**src/core/sleep_pkg.sv**
```systemverilog
package sleep_pkg;
    // Sleep mode codes
    localparam logic [2:0] MODE_IDLE = 3'h0;
    localparam logic [2:0] MODE_NOISE = 3'h1;
    localparam logic [2:0] MODE_PDOWN = 3'h2;
    localparam logic [2:0] MODE_PSAVE = 3'h3;
    localparam logic [2:0] MODE_STANDBY = 3'h6;
    // Register byte addresses (word aligned)
    localparam logic [3:0] SLEEP_CTRL_OFS = 4'h0;
    localparam logic [3:0] CLK_STOP_OFS = 4'h4;
    localparam logic [3:0] STATUS_OFS = 4'h8;
    // Field positions
    localparam int ENABLE_BIT = 0;
    localparam int SM_LSB = 1;
    localparam int TIMER1_STOP_BIT = 3;
    localparam int SPI_STOP_BIT = 2;
    localparam int UART_STOP_BIT = 1;
    localparam int ADC_STOP_BIT = 0;
    // Reset values
    localparam logic [3:0] SLEEP_CTRL_RESET = 4'h0;
    localparam logic [3:0] CLK_STOP_RESET = 4'h0;
    // Timing
    localparam int WAKE_HALT_CYCLES = 4;
    localparam int STANDBY_WAKE_CYCLES = 6;
    localparam int CLK_PERIOD_NS = 10;
    localparam int PDOWN_STARTUP_NS_DEFAULT = 1000;
endpackage

```
**src/core/sleep_ctrl.sv**
```systemverilog
// The Avalon-MM slave port and the placing of the registers were left to the implementer.
`timescale 1ns/10ps
// Summary of operation
// - Idle stops CPU and flash clocks, and the timer oscillator when timer 2 is async
// - Wake adds four halt cycles after startup
// - Noise mode stops I/O, CPU, flash clocks
// - Noise mode entry starts enabled ADC conversion
// - Noise mode wakes on listed events only
// - Power-down stops oscillator and generated clocks
// - Power-down wakes on reset, start, level, pinchange
// - Power-down wake waits fuse-selected startup delay
// - Power-save keeps timer 2 running
// - Timer 2 wake needs its mask and global enable
// - Running sync clock goes to timer 2 only
// - Standby keeps oscillator, wakes in six cycles
// - Deep modes accept only level interrupt zero
// - Stop bit freezes peripheral, blocks its registers
// - Clearing stop bit resumes frozen state
// - Bits 3 to 1 matter only active and idle; bit 0 in every mode
// - Upper four stop bits read zero
// - Bit 3 stops timer 1
// - Bit 2 stops serial port
// - Bit 1 stops uart
// - Bit 0 stops converter; comparator mux blocked
module sleep_ctrl #(
    parameter int STARTUP_CYCLES = 100
) (
    input wire logic MCLK,
    input wire logic RESETN,
    input wire logic CLK_EN,
    // Avalon-MM slave
    input wire logic [3:0] AVS_ADDRESS,
    input wire logic AVS_READ,
    input wire logic AVS_WRITE,
    input wire logic [31:0] AVS_WRITEDATA,
    output logic [31:0] AVS_READDATA,
    output logic AVS_WAITREQUEST,
    // Core side
    input wire logic SLEEP_EXEC,
    input wire logic GLOBAL_INT_EN,
    input wire logic CRYSTAL_SELECTED,
    input wire logic ADC_ENABLED,
    input wire logic TIMER2_RUNNING,
    input wire logic TIMER2_ASYNC,
    input wire logic [1:0] TIMER2_INTERRUPT_MASK,
    // Wake events, synchronous to MCLK except the pins
    input wire logic EXT_INT0_LEVEL_PIN,
    input wire logic EXT_INT0_EDGE_IRQ,
    input wire logic PIN_CHANGE_PIN,
    input wire logic START_COND_IRQ,
    input wire logic TIMER2_OVF_IRQ,
    input wire logic TIMER2_CMP_IRQ,
    input wire logic ADC_DONE_IRQ,
    input wire logic NVM_READY_IRQ,
    input wire logic OTHER_IO_IRQ,
    input wire logic RESET_WAKE,
    // Clock enables and status
    output logic CPU_CLK_EN,
    output logic FLASH_CLK_EN,
    output logic IO_CLK_EN,
    output logic ADC_CLK_EN,
    output logic ASY_CLK_EN,
    output logic MAIN_OSC_EN,
    output logic TIMER_OSC_EN,
    output logic TIMER2_SYNC_CLK_EN,
    output logic TIMER1_CLK_EN,
    output logic SPI_CLK_EN,
    output logic UART_CLK_EN,
    output logic ADC_PERIPH_CLK_EN,
    output logic COMPARATOR_MUX_ALLOWED,
    output logic ADC_START,
    output logic SLEEPING
);

    localparam int HALT_W = 16;
    localparam logic [HALT_W-1:0] HALT4 = HALT_W'(sleep_pkg::WAKE_HALT_CYCLES);
    localparam logic [HALT_W-1:0] STANDBY_W = HALT_W'(sleep_pkg::STANDBY_WAKE_CYCLES);

    typedef enum logic [3:0] {
        ST_RUN = 4'h1,
        ST_SLEEP = 4'h2,
        ST_STARTUP = 4'h4,
        ST_HALT = 4'h8
    } state_type;

    ////////////////////////////////////////////////////////////////////////////
    // Pin synchronisers: first stage read only by the second
    logic [1:0] lvl_s1_r, lvl_s2_r;
    always_ff @(posedge MCLK or negedge RESETN) begin
        if (!RESETN) begin
            lvl_s1_r <= 2'h0;
            lvl_s2_r <= 2'h0;
        end else if (CLK_EN) begin
            lvl_s1_r <= {PIN_CHANGE_PIN, EXT_INT0_LEVEL_PIN};
            lvl_s2_r <= lvl_s1_r;
        end
    end

    ////////////////////////////////////////////////////////////////////////////
    // Registers
    logic sleep_en_r;
    logic [2:0] mode_r;
    logic [3:0] stop_r;
    state_type state_r;
    logic [2:0] active_mode_r;
    logic [HALT_W-1:0] cnt_r;

    // Bus answers in the cycle after the request is seen: one wait cycle
    logic ack_r;
    wire req = (AVS_READ || AVS_WRITE) && !ack_r;
    always_ff @(posedge MCLK or negedge RESETN) begin
        if (!RESETN) begin
            ack_r <= 1'b0;
        end else if (CLK_EN) begin
            ack_r <= req;
        end
    end

    always_ff @(posedge MCLK or negedge RESETN) begin
        if (!RESETN) begin
            AVS_WAITREQUEST <= 1'b1;
        end else if (CLK_EN) begin
            AVS_WAITREQUEST <= !req;
        end
    end

    // Control register writes take effect at the accepting edge
    wire wr = AVS_WRITE && ack_r;
    always_ff @(posedge MCLK or negedge RESETN) begin
        if (!RESETN) begin
            sleep_en_r <= sleep_pkg::SLEEP_CTRL_RESET[sleep_pkg::ENABLE_BIT];
            mode_r <= sleep_pkg::SLEEP_CTRL_RESET[3:1];
        end else if (CLK_EN && wr && AVS_ADDRESS == sleep_pkg::SLEEP_CTRL_OFS) begin
            sleep_en_r <= AVS_WRITEDATA[sleep_pkg::ENABLE_BIT];
            mode_r <= AVS_WRITEDATA[sleep_pkg::SM_LSB +: 3];
        end
    end

    // Only four bits exist; upper bits are never stored
    always_ff @(posedge MCLK or negedge RESETN) begin
        if (!RESETN) begin
            stop_r <= sleep_pkg::CLK_STOP_RESET;
        end else if (CLK_EN && wr && AVS_ADDRESS == sleep_pkg::CLK_STOP_OFS) begin
            stop_r <= AVS_WRITEDATA[3:0];
        end
    end

    // Read mux; unmapped addresses read zero
    always_ff @(posedge MCLK or negedge RESETN) begin
        if (!RESETN) begin
            AVS_READDATA <= 32'h0;
        end else if (CLK_EN) begin
            case (AVS_ADDRESS)
                sleep_pkg::SLEEP_CTRL_OFS: AVS_READDATA <= {28'h0, mode_r, sleep_en_r};
                sleep_pkg::CLK_STOP_OFS: AVS_READDATA <= {28'h0, stop_r};
                sleep_pkg::STATUS_OFS: AVS_READDATA <= {24'h0, active_mode_r, 1'b0, state_r};
                default: AVS_READDATA <= 32'h0;
            endcase
        end
    end

    ////////////////////////////////////////////////////////////////////////////
    // Mode decode helpers
    function automatic logic mode_valid(input logic [2:0] m, input logic xtal);
        case (m)
            sleep_pkg::MODE_IDLE, sleep_pkg::MODE_NOISE,
            sleep_pkg::MODE_PDOWN, sleep_pkg::MODE_PSAVE: mode_valid = 1'b1;
            sleep_pkg::MODE_STANDBY: mode_valid = xtal;
            default: mode_valid = 1'b0;
        endcase
    endfunction

    // Qualified wake sources per mode
    function automatic logic wake_ok(input logic [2:0] m);
        logic lvl0;
        logic t2;
        lvl0 = lvl_s2_r[0] || lvl_s2_r[1] || START_COND_IRQ || RESET_WAKE;
        t2 = GLOBAL_INT_EN && ((TIMER2_OVF_IRQ && TIMER2_INTERRUPT_MASK[0])
            || (TIMER2_CMP_IRQ && TIMER2_INTERRUPT_MASK[1]));
        case (m)
            sleep_pkg::MODE_IDLE: wake_ok = lvl0 || EXT_INT0_EDGE_IRQ || t2
                || ADC_DONE_IRQ || NVM_READY_IRQ || OTHER_IO_IRQ;
            sleep_pkg::MODE_NOISE: wake_ok = lvl0 || ADC_DONE_IRQ || NVM_READY_IRQ
                || (t2 && !TIMER2_ASYNC);
            sleep_pkg::MODE_PSAVE: wake_ok = lvl0 || t2;
            default: wake_ok = lvl0;
        endcase
    endfunction

    ////////////////////////////////////////////////////////////////////////////
    // Sleep sequencer
    always_ff @(posedge MCLK or negedge RESETN) begin
        if (!RESETN) begin
            state_r <= ST_RUN;
            active_mode_r <= sleep_pkg::MODE_IDLE;
            cnt_r <= '0;
        end else if (CLK_EN) begin
            case (state_r)
                ST_RUN: begin
                    if (SLEEP_EXEC && sleep_en_r && mode_valid(mode_r, CRYSTAL_SELECTED)) begin
                        state_r <= ST_SLEEP;
                        active_mode_r <= mode_r;
                    end
                end
                ST_SLEEP: begin
                    if (wake_ok(active_mode_r)) begin
                        state_r <= (active_mode_r[2:1] == 2'h0) ? ST_HALT : ST_STARTUP;
                        case (active_mode_r)
                            sleep_pkg::MODE_PDOWN, sleep_pkg::MODE_PSAVE:
                                cnt_r <= HALT_W'(STARTUP_CYCLES);
                            sleep_pkg::MODE_STANDBY: cnt_r <= STANDBY_W - HALT4;
                            default: cnt_r <= HALT4 - 1'b1;
                        endcase
                    end
                end
                ST_STARTUP: begin
                    if (cnt_r < HALT_W'(2)) begin
                        state_r <= ST_HALT;
                        cnt_r <= HALT4 - 1'b1;
                    end else begin
                        cnt_r <= cnt_r - 1'b1;
                    end
                end
                ST_HALT: begin
                    if (cnt_r == '0) begin
                        state_r <= ST_RUN;
                    end else begin
                        cnt_r <= cnt_r - 1'b1;
                    end
                end
                default: state_r <= ST_RUN;
            endcase
        end
    end

    ////////////////////////////////////////////////////////////////////////////
    // Clock enables registered from the current state, one cycle behind it
    logic asleep;
    logic [2:0] m;
    assign asleep = (state_r != ST_RUN);
    assign m = active_mode_r;

    always_ff @(posedge MCLK or negedge RESETN) begin
        if (!RESETN) begin
            CPU_CLK_EN <= 1'b1;
            FLASH_CLK_EN <= 1'b1;
            IO_CLK_EN <= 1'b1;
            ADC_CLK_EN <= 1'b1;
            ASY_CLK_EN <= 1'b1;
            MAIN_OSC_EN <= 1'b1;
            TIMER_OSC_EN <= 1'b1;
            TIMER2_SYNC_CLK_EN <= 1'b1;
            SLEEPING <= 1'b0;
        end else if (CLK_EN) begin
            SLEEPING <= asleep;
            CPU_CLK_EN <= !asleep;
            FLASH_CLK_EN <= !asleep;
            IO_CLK_EN <= !asleep || m == sleep_pkg::MODE_IDLE;
            ADC_CLK_EN <= !asleep || m == sleep_pkg::MODE_IDLE || m == sleep_pkg::MODE_NOISE;
            ASY_CLK_EN <= !asleep || m == sleep_pkg::MODE_IDLE || m == sleep_pkg::MODE_NOISE
                || m == sleep_pkg::MODE_PSAVE;
            MAIN_OSC_EN <= !asleep || m == sleep_pkg::MODE_IDLE || m == sleep_pkg::MODE_NOISE
                || m == sleep_pkg::MODE_STANDBY || state_r != ST_SLEEP;
            TIMER_OSC_EN <= !asleep || ((m == sleep_pkg::MODE_IDLE
                || m == sleep_pkg::MODE_NOISE) && !TIMER2_ASYNC) || m == sleep_pkg::MODE_PSAVE;
            // Sync clock in power-save feeds timer 2 only
            TIMER2_SYNC_CLK_EN <= !asleep || m == sleep_pkg::MODE_IDLE
                || m == sleep_pkg::MODE_NOISE
                || (m == sleep_pkg::MODE_PSAVE && TIMER2_RUNNING && !TIMER2_ASYNC);
        end
    end

    // Peripheral gates follow the I/O or ADC clock and the stop bits
    always_ff @(posedge MCLK or negedge RESETN) begin
        if (!RESETN) begin
            TIMER1_CLK_EN <= 1'b1;
            SPI_CLK_EN <= 1'b1;
            UART_CLK_EN <= 1'b1;
            ADC_PERIPH_CLK_EN <= 1'b1;
            COMPARATOR_MUX_ALLOWED <= 1'b1;
        end else if (CLK_EN) begin
            TIMER1_CLK_EN <= IO_CLK_EN && !stop_r[sleep_pkg::TIMER1_STOP_BIT];
            SPI_CLK_EN <= IO_CLK_EN && !stop_r[sleep_pkg::SPI_STOP_BIT];
            UART_CLK_EN <= IO_CLK_EN && !stop_r[sleep_pkg::UART_STOP_BIT];
            ADC_PERIPH_CLK_EN <= ADC_CLK_EN && !stop_r[sleep_pkg::ADC_STOP_BIT];
            COMPARATOR_MUX_ALLOWED <= !stop_r[sleep_pkg::ADC_STOP_BIT];
        end
    end

    // One-cycle conversion start on entering noise reduction
    always_ff @(posedge MCLK or negedge RESETN) begin
        if (!RESETN) begin
            ADC_START <= 1'b0;
        end else if (CLK_EN) begin
            ADC_START <= state_r == ST_RUN && SLEEP_EXEC && sleep_en_r
                && mode_r == sleep_pkg::MODE_NOISE && ADC_ENABLED
                && !stop_r[sleep_pkg::ADC_STOP_BIT];
        end
    end
endmodule

```
**config.mk**
```make
export PLATFORM = sky130hd
export DESIGN_NAME = sleep_ctrl
export DESIGN_NICKNAME = d
export VERILOG_FILES = /design/src/core/sleep_pkg.sv /design/src/core/sleep_ctrl.sv
export SDC_FILE = /design/constraint.sdc
export NUM_CORES = 1
export LEC_CHECK = 0
export BUFFER_PORTS_ARGS = -buffer_cell sky130_fd_sc_hd__buf_2
export CORE_MARGIN = 10
export CORE_UTILIZATION = 55
export DETAILED_ROUTE_END_ITERATION = 16
export PLACE_DENSITY = 0.9
export REMOVE_ABC_BUFFERS = 1
export SLEW_MARGIN = 20
export SYNTH_ARGS = -nofsm -noshare
export SYNTH_HDL_FRONTEND = slang
export SYNTH_SLANG_ARGS = --single-unit
```
**constraint.sdc**
```tcl
create_clock -name MCLK -period 6.4 [get_ports MCLK]
set_input_delay 0.96 -clock MCLK [delete_from_list [all_inputs] [get_ports MCLK]]
set_output_delay 0.96 -clock MCLK [all_outputs]
set_load 0.005 [all_outputs]
```
-- After elaboration in Yosys (flattened, before gate mapping)
Cells that the tools add are included.
- $lt $le $gt $ge: 1
- div/mod/pow operators: 0
- multipliers: 0
- reductions and logical operators: 65
- add/subtract/negate cells: 1
- muxes and demuxes: 18
- bitwise gates (word level): 0
- shifts and indexed selects: 0
- equality and inequality tests: 21
- operators by type and width (cell ; count):
    $mux 16 ; 3
    $pmux 16 s3 ; 1
    $pmux 8 s3 ; 1
    $logic_and 1x1->1 ; 23
    $logic_or 1x1->1 ; 23
    $mux 4 ; 5
    $logic_not 16->1 ; 1
    $lt 16x2->1 const B ; 1
    $pmux 4 s4 ; 1
    $sub 16x1->16 const B ; 1
    $pmux 7 s2 ; 1
    $eq 3x2->1 const B ; 4
    $ne 2x2->1 const B ; 5
    $eq 4x3->1 const B ; 2
    $eq 4x4->1 const B ; 2
    $logic_not 1->1 ; 8
    $eq 3x1->1 const B ; 2
    $eq 3x3->1 const B ; 2
    $logic_not 3->1 ; 2
    $reduce_and 5->1 ; 1
    $eq 4x1->1 const B ; 1
    $eq 4x2->1 const B ; 1
    $logic_not 4->1 ; 1
    $mux 1 ; 4
    10 further kinds ; 10
- word-level logic and storage cells: 131
- latch bits: 0
- bits in writable memories: 0
- input bits: 59
- memories: 0
- register bits after elaboration: 83
- bits in read-only memories: 0

-- Depth between registers and ports, before layout
Gate-level depths: netlist (run 1).
- depth in word-level cells: 13
- gate-level depth with buffers: 8
- depth with buffers taken out: 7

-- Worst setup path after synthesis (run 1)
OpenSTA, ideal clock, no wires.
- path kind: input to register
- start point: in CLK_EN
- end point: reg state_r[2]
- data required time: 6275 ps
- arrival: 2402 ps
- path slack: 3873 ps
- stages: 6
- buffers on the path: 1
- setup time: 125 ps
- cell sequence: clkbuf_1 -> nand2_1 -> nor3_1 -> a221oi_4 -> nor3_2 -> mux2_4
- cells in the longest elaborated chain, start to end: 1
- ends and longest elaborated chain (what ; line ; text):
    from (decl) ; sleep_ctrl.sv:30 ; input wire logic CLK_EN,
    $reduce_and 5->1 (no line) ; n/a ;
    to (signal assigned) ; sleep_ctrl.sv:207 ; state_r <= (active_mode_r[2:1] == 2'h0) ? ST_HALT : ST_STARTUP;
    to (decl) ; sleep_ctrl.sv:104 ; state_type state_r;
No other way between the ends.
A chain may end at the register's enable or synchronous reset.

-- Final worst setup path (run 1)
- start point: in CLK_EN
- end point: reg cnt_r[1]
- cells in the longest elaborated chain, start to end: 1
- ends and longest elaborated chain (what ; line ; text):
    $reduce_and 4->1 (no line) ; n/a ;
    to (signal assigned) ; sleep_ctrl.sv:210 ; cnt_r <= HALT_W'(STARTUP_CYCLES);
    to (signal assigned) ; sleep_ctrl.sv:211 ; sleep_pkg::MODE_STANDBY: cnt_r <= STANDBY_W - HALT4;
    to (signal assigned) ; sleep_ctrl.sv:212 ; default: cnt_r <= HALT4 - 1'b1;
    to (decl) ; sleep_ctrl.sv:106 ; logic [HALT_W-1:0] cnt_r;
No other way between the ends.

==> run summary, run 1 <==
status: finished clean
die height: 97.1 um
first-pass GRT wire length: 12800 um
Top Ports: 107
post-CTS setup buffers: 0
dominant synthesized flop cell: dfrtp_1
vias in the first global route: 2589
vias: 2637
fill count: 456
multi-input logic area: 1550 um^2
Reg area: 1470 um^2
die area: 9420 um^2
Worst setup SP type: input port
NetSw: 0.469 mW
CTS buffer count: 9
Hold Fails Final Rpt: 0
Cells after Synth: 325
FFs w/ async S/R, synth: 100%
clock skew: 0.00564 ns
CP endpoint kind: register
final worst path period share: 45.4%
post-CTS sizing: 0
design internal power: 0.864 mW
Slowest cell on crit path: buf_2
DR vias/cell: 5.77
initial antenna violation count: 0
grt ovf: 0
Yosys reg bits: 58
CTS sink count: 58
Core Rows: 28
Period minus WS final: 2.91 ns
R2R setup slack: 3.90 ns
fraction of layout cells with a size suffix above 1: 28.8%
pin count of the biggest net entering global routing: 59
most frequent CP cell: nand2_1
IO buf count: 53
initial drt markers: 126
Non-Filler Instances: 457
Final ANT Viol Nets: 0
Crit path largest cell delay: 0.60 ns
P_leak: 1.73 nW
Setup-failing EPs final: 0
placed insts: 441
Max Buffers Root-to-Sink: 2
setup TNS: 0 ns
EDFF count, synth: 0
Sw Share: 35.2%
H-Tree Depth: 3
cell family with most CP delay: simple AND/OR/NAND/NOR gates
clock-pin slew on the worst setup and hold paths: 0.07 ns
gpl congestion: 0.876
netlist area before placement: 3270 um^2
1st-pass router iterations: 4
WL/cell: 16.7 um
Clock Power Share: 28.3%
Ys Warns: 0
WP buf/inv: 1
Max-Slew Margin vs Limit: 44.2%
Die Wd: 97.1 um
Worst-Skew Late Latency: 0.34 ns
RSZ-0062 raised after global routing: no
syn_area_per_cell: 10.0 um^2
Worst VDD drop: 184 uV
total track usage: 16.2%
CP Class: in2reg
crit-path cells: buf_2 > nand2_1 > nor3_1 > a221o_1 > nand2_1 > mux2_1
Starting Density: 55.8%
post-synthesis sequential area ratio: 45.0%
drc violations: 0
cts hold-fix bufs: 0
worst path arrival time: 3.14 ns
Nets: 438
sequential power share: 39.3%
max cap viols: 0
CP max FO: 46
slew of the pin with the lowest slew margin: 0.829 ns
number of library cell types mapped by synthesis: 56
HPWL Detailed: 5660 um
ANT cells: 0
combinational share of power: 32.4%
Min-Delay Path Class: reg2reg
area grow syn2layout: 13.4%
fmax: 344 MHz
Pwr Density: 360 nW/um^2
Core ar.: 5850 um^2
DRT Wirelength: 7630 um
TritonCTS clock tree: built
Clk Tree Root Cell: clkbuf_8
Final Max Tran Viols: 0
Req. time, crit path: 6.63 ns
## power groups by stage
stage | clock [mW] | combinational, mW | sequential (mW)
finish | 0.377 | 0.432 | 0.524
global route | 0.398 | 0.483 | 0.536
CTS | 0.381 | 0.431 | 0.522
floorplan | 0 | 0.299 | 0.514
global placement | 0 | 0.409 | 0.525
detailed placement | 0 | 0.429 | 0.528
## final timing paths
| kind | start | end | cells after the start |
|---|---|---|---|
| min reg2reg | TIMER1_CLK_EN$_DFFE_PN1P_ | TIMER1_CLK_EN$_DFFE_PN1P_ | 2 |
| max reg2reg | state_r[2]$_DFFE_PN0P_ | cnt_r[1]$_DFFE_PN0P_ | 5 |
| min in group asynchronous | RESETN | stop_r[3]$_DFFE_PN0P_ | 2 |
| max | CLK_EN | cnt_r[1]$_DFFE_PN0P_ | 6 |
| min | TIMER1_CLK_EN$_DFFE_PN1P_ | TIMER1_CLK_EN$_DFFE_PN1P_ | 2 |
| max in group asynchronous | RESETN | AVS_READDATA[5]$_DFFE_PN0P_ | 2 |
## per-layer routing
layer	GRT usage [%]	share of wire, %	up-vias
met2	27.3	51	93
met5	0	0	-
li1	-	-	1233
met4	7.38	2.6	0
met3	5.41	7.2	19
met1	18.0	39	1292
## area by class of cell
cell class / instances / area share (%)
Timing Repair Buffer: 56 / 7.77
Clock inverter: 5 / 2.10
Sequential cell: 58 / 39.7
Tap cell: 75 / 2.53
Inverter: 23 / 2.33
Multi-Input combinational cell: 229 / 41.8
Clock buffer: 11 / 3.82
## Yosys cell counts (6+ instances only)
cell	n	area, um^2
nor4_1	6	37.5
dfrtp_1	44	1100
nor3_1	9	45.0
nand2_1	17	63.8
a31oi_1	6	37.5
o211ai_1	11	82.6
a22o_1	9	78.8
mux2i_1	6	60.1
mux2_2	14	158
nand3b_1	7	52.6
o21ai_0	10	50.1
buf_4	26	195
o22ai_1	7	43.8
a21oi_1	13	65.1
nor2_1	25	93.8
clkbuf_1	8	30.0
dfstp_2	14	368
inv_1	23	86.3
## kinds of logic after synthesis
logic type	after synthesis	synth area share (%)
muxes	23	7.82
other	1	0.115
xor gates and xnor gates	2	0.536
DFF	58	45.0
and+or+nand+nor	96	17.6
AOI/OAI and AO/OA	81	17.8
buffers and inverters	62	10.4
adders and majority gates	2	0.766
## flip-flops by register name, summed over array words and instances (netlist names), 2 cells and up
name and count:
cnt_r 16, lvl_s2_r 2, mode_r 3, stop_r 4, lvl_s1_r 2, active_mode_r 3, state_r 4, AVS_READDATA 7
## tightest hold or removal path, stage by stage, from the launching register on
cell and delay (ns):
dfstp_2 0.37, inv_1 0.04, o21ai_0 0.06
## cell usage in the layout, fill, tap and decap left out, types with 3 or more instances in the layout
cell type  synthesis  final
a211o_1            4      4
a211oi_1           3      3
a21oi_1           13     13
a22o_1             9      9
a31oi_1            6      6
and3_1             3      3
buf_2              2     53
buf_4             26      3
clkbuf_8           0     10
conb_1             1     25
dfrtp_1           44     44
dfstp_2           14     14
inv_1             23     23
mux2_2            14     14
mux2i_1            6      6
nand2_1           17     17
nand3_1            4      4
nand3b_1           7      7
nor2_1            25     25
nor2b_1            4      4
nor3_1             9      9
nor3b_1            3      3
nor4_1             6      6
o211ai_1          11     11
o21a_1             4      4
o21ai_0           10     10
o22ai_1            7      7
o2bb2ai_1          3      3
or4_1              3      3
## metrics by stage
step	worst slack, ns	instance area [um^2]	hold WS [ns]	total power, mW	util (%)
floorplan	3.95	3100	0.445	0.813	-
global placement	3.21	3480	0.450	0.934	59.5
detailed placement	3.15	3480	0.460	0.957	59.5
CTS	3.52	3700	0.472	1.33	63.3
global route	3.28	3700	0.484	1.42	63.3
finish	3.49	3700	0.473	1.33	63.3
Power figures use the tool's default switching activity.
==> inputs of run 2 (changes only) <==
--- a/config.mk
+++ b/config.mk
@@ -7,9 +7,9 @@
 export LEC_CHECK = 0
 export BUFFER_PORTS_ARGS = -buffer_cell sky130_fd_sc_hd__buf_2
 export CORE_MARGIN = 10
-export CORE_UTILIZATION = 55
+export CORE_UTILIZATION = 51
 export DETAILED_ROUTE_END_ITERATION = 16
-export PLACE_DENSITY = 0.9
+export PLACE_DENSITY = 0.84
 export REMOVE_ABC_BUFFERS = 1
 export SLEW_MARGIN = 20
 export SYNTH_ARGS = -nofsm -noshare
==> constraint.sdc (replaced) <==
create_clock -name MCLK -period 3.1 [get_ports MCLK]
set_input_delay 0.465 -clock MCLK [delete_from_list [all_inputs] [get_ports MCLK]]
set_output_delay 0.465 -clock MCLK [all_outputs]
set_load 0.005 [all_outputs]
==> run 2 against run 1 <==
  * Design area grew 2.0%
  * Sequential cell count is the same
  * Sequential share of layout area down 0.76 points
  * Register-to-register slack worse by 3.3 ns
  * Wire length is 2.2% lower
  * Hold slack got worse by 0.20 ns
  * Critical endpoint is now cnt_r[0]$_DFFE_PN0P_
  * Highest routed layer unchanged
==> run summary, run 2 (synthesized netlist as in run 1, its figures left out) <==
status: finished clean
die height: 100 um (+3.1%)
pre-CTS setup slack: 0.598 ns (-2.55 ns)
TritonCTS clock tree: built
Period minus WS final: 2.52 ns
design internal power: 1.96 mW (+130%)
post-CTS sizing: 0 (unchanged)
Req. time, crit path: 3.32 ns (-3.31 ns)
CP endpoint kind: register
HPWL Detailed: 5510 um (-2.8%)
Final ANT Viol Nets: 0 (unchanged)
fmax: 397 MHz
initial antenna violation count: 0 (unchanged)
Min-Delay Path Class: in2async
Top Ports: 107 (unchanged)
cts hold-fix bufs: 0 (unchanged)
slew of the pin with the lowest slew margin: 0.775 ns (-0.0547 ns)
NetSw: 0.951 mW (+100%)
Sw Share: 32.7% (-2.5 points)
Hold Fails Final Rpt: 0 (unchanged)
CTS sink count: 58 (unchanged)
CTS buffer count: 9 (unchanged)
fraction of layout cells with a size suffix above 1: 29.4% (+0.55 points)
gpl congestion: 0.783 (-11%)
H-Tree Depth: 3 (unchanged)
IO buf count: 53 (unchanged)
Die Wd: 100 um (+3.1%)
Final Max Tran Viols: 0 (unchanged)
biggest regs: cnt_r x16, AVS_READDATA x7
multi-input logic area: 1550 um^2 (unchanged)
Setup-failing EPs final: 0 (unchanged)
cell family with most CP delay: simple AND/OR/NAND/NOR gates
vias: 2611 (-0.99%)
P_leak: 1.77 nW (+2.2%)
WL/cell: 16.1 um (-3.3%)
first-pass GRT wire length: 12600 um (-1.6%)
CP Class: reg2reg
Clk Tree Root Cell: clkbuf_8
post-CTS setup buffers: 0 (unchanged)
die area: 10000 um^2 (+6.2%)
Worst-Skew Late Latency: 0.33 ns (about the same)
WP buf/inv: 0 (-1)
initial drt markers: 149 (+18%)
Core Rows: 29 (+3.6%)
Reg area: 1470 um^2 (unchanged)
Max Buffers Root-to-Sink: 2 (unchanged)
Clock Power Share: 32.1% (+3.8 points)
Worst setup SP type: register
fill count: 528 (+16%)
DR vias/cell: 5.65 (-2.1%)
RSZ-0062 raised after global routing: no
final worst setup slack: 0.579 ns (-2.91 ns)
Pwr Density: 771 nW/um^2 (+110%)
final worst path period share: 81.3%
Nets: 441 (+0.68%)
setup TNS: 0 ns (unchanged)
Core ar.: 6280 um^2 (+7.3%)
sequential power share: 37.1% (-2.2 points)
grt ovf: 0 (unchanged)
clock skew: 0.00579 ns (+0.000151 ns)
CP max FO: 11 (-76%)
combinational share of power: 30.7% (-1.7 points)
commonest cells after routing, fill and taps aside: buf_2, dfrtp_1, nor2_1, conb_1, inv_1
largest reg by FF count: cnt_r
worst path arrival time: 2.74 ns (-0.40 ns)
vias in the first global route: 2646 (+2.2%)
DRT Wirelength: 7460 um (-2.2%)
drc violations: 0 (unchanged)
max cap viols: 0 (unchanged)
Worst VDD drop: 422 uV (+130%)
total track usage: 15.2% (-0.93 points)
Crit path largest cell delay: 0.59 ns (about the same)
Max-Slew Margin vs Limit: 47.9% (+3.7 points)
area grow syn2layout: 15.6%
1st-pass router iterations: 6 (+2)
Slowest cell on crit path: or4b_4
clock-pin slew on the worst setup and hold paths: 0.07 ns (about the same)
ANT cells: 0 (unchanged)
Starting Density: 52.0% (-3.8 points)
reg2reg path depth: 5 (unchanged)
leading cell type in the layout, fill and taps excluded: buf_2
max reg flops: 16 (unchanged)
crit-path cells: or4b_4 > nand2b_4 > a221o_1 > nand2_1 > mux2_1
Levels on crit path: 5 (-1)
pin count of the biggest net entering global routing: 59 (unchanged)
[run 2: cell types whose count changed in the layout (fill, tap and decap cells not counted), sizes merged]
cell	previous run	this run
bufinv	2	4
clkinv	2	1
buf	56	59
clkinvlp	1	0
[run 2: metal layers]
metal  routed length (um)  vias to the layer above  part of all wire, %  global-route usage (%)
met3                  521                       14                  7.0                    5.29
met5                    0                        -                    0                       0
li1                     -                     1244                    -                       -
met4                  115                        0                  1.5                    5.54
met2                 3910                       93                   52                    26.9
met1                 2910                     1260                   39                    16.4
[run 2: layout make-up]
| cell class | instances | share of cell area, % |
|---|---|---|
| tap | 77 | 2.55 |
| sequential | 58 | 38.9 |
| clock buffer | 11 | 3.75 |
| multi-input combinational | 229 | 41.0 |
| clock inverter | 5 | 3.31 |
| timing repair buffer | 59 | 8.22 |
| inverter | 23 | 2.29 |
[run 2: path summary, 6_finish.rpt]
| kind | from | end | slack (ns) |
|---|---|---|---|
| worst max register to register | state_r[2]$_DFFE_PN0P_ | cnt_r[0]$_DFFE_PN0P_ | 0.58 |
| min in group MCLK | EXT_INT0_LEVEL_PIN | lvl_s1_r[0]$_DFFE_PN0P_ | 0.37 |
| worst min-delay path | RESETN | AVS_READDATA[1]$_DFFE_PN0P_ | 0.27 |
| worst min register to register | COMPARATOR_MUX_ALLOWED$_DFFE_PN1P_ | COMPARATOR_MUX_ALLOWED$_DFFE_PN1P_ | 0.47 |
| worst max-delay path | state_r[2]$_DFFE_PN0P_ | cnt_r[0]$_DFFE_PN0P_ | 0.58 |
| max in group asynchronous | RESETN | AVS_READDATA[5]$_DFFE_PN0P_ | 2.36 |
[run 2: power groups by stage]
stage	logic [mW]	clock network [mW]	registers (mW)
finish	0.894	0.935	1.08
global route	1.01	0.982	1.11
CTS	0.899	0.955	1.08
detailed placement	0.891	0	1.09
global placement	0.862	0	1.08
floorplan	0.617	0	1.06
[run 2: worst register-to-register path, delay by kind of cell (launching register included)]
kind	cells	cell delay, ns
AO/OA/AOI/OAI	1	0.53
multiplexers	1	0.35
AND/OR/NAND/NOR	3	1.03
flip-flops	1	0.51
[run 2: metrics by stage]
step	instance area, um^2	utilization, %	power (mW)	hold slack, ns	cells
2_1_floorplan	3100	-	1.68	0.169	310
3_3_place_gp	3510	55.9	1.95	0.450	446
3_5_place_dp	3510	55.9	1.98	0.452	446
4_1_cts	3770	60.1	2.93	0.278	462
5_1_grt	3770	60.1	3.10	0.326	462
6_report	3770	60.1	2.91	0.273	462
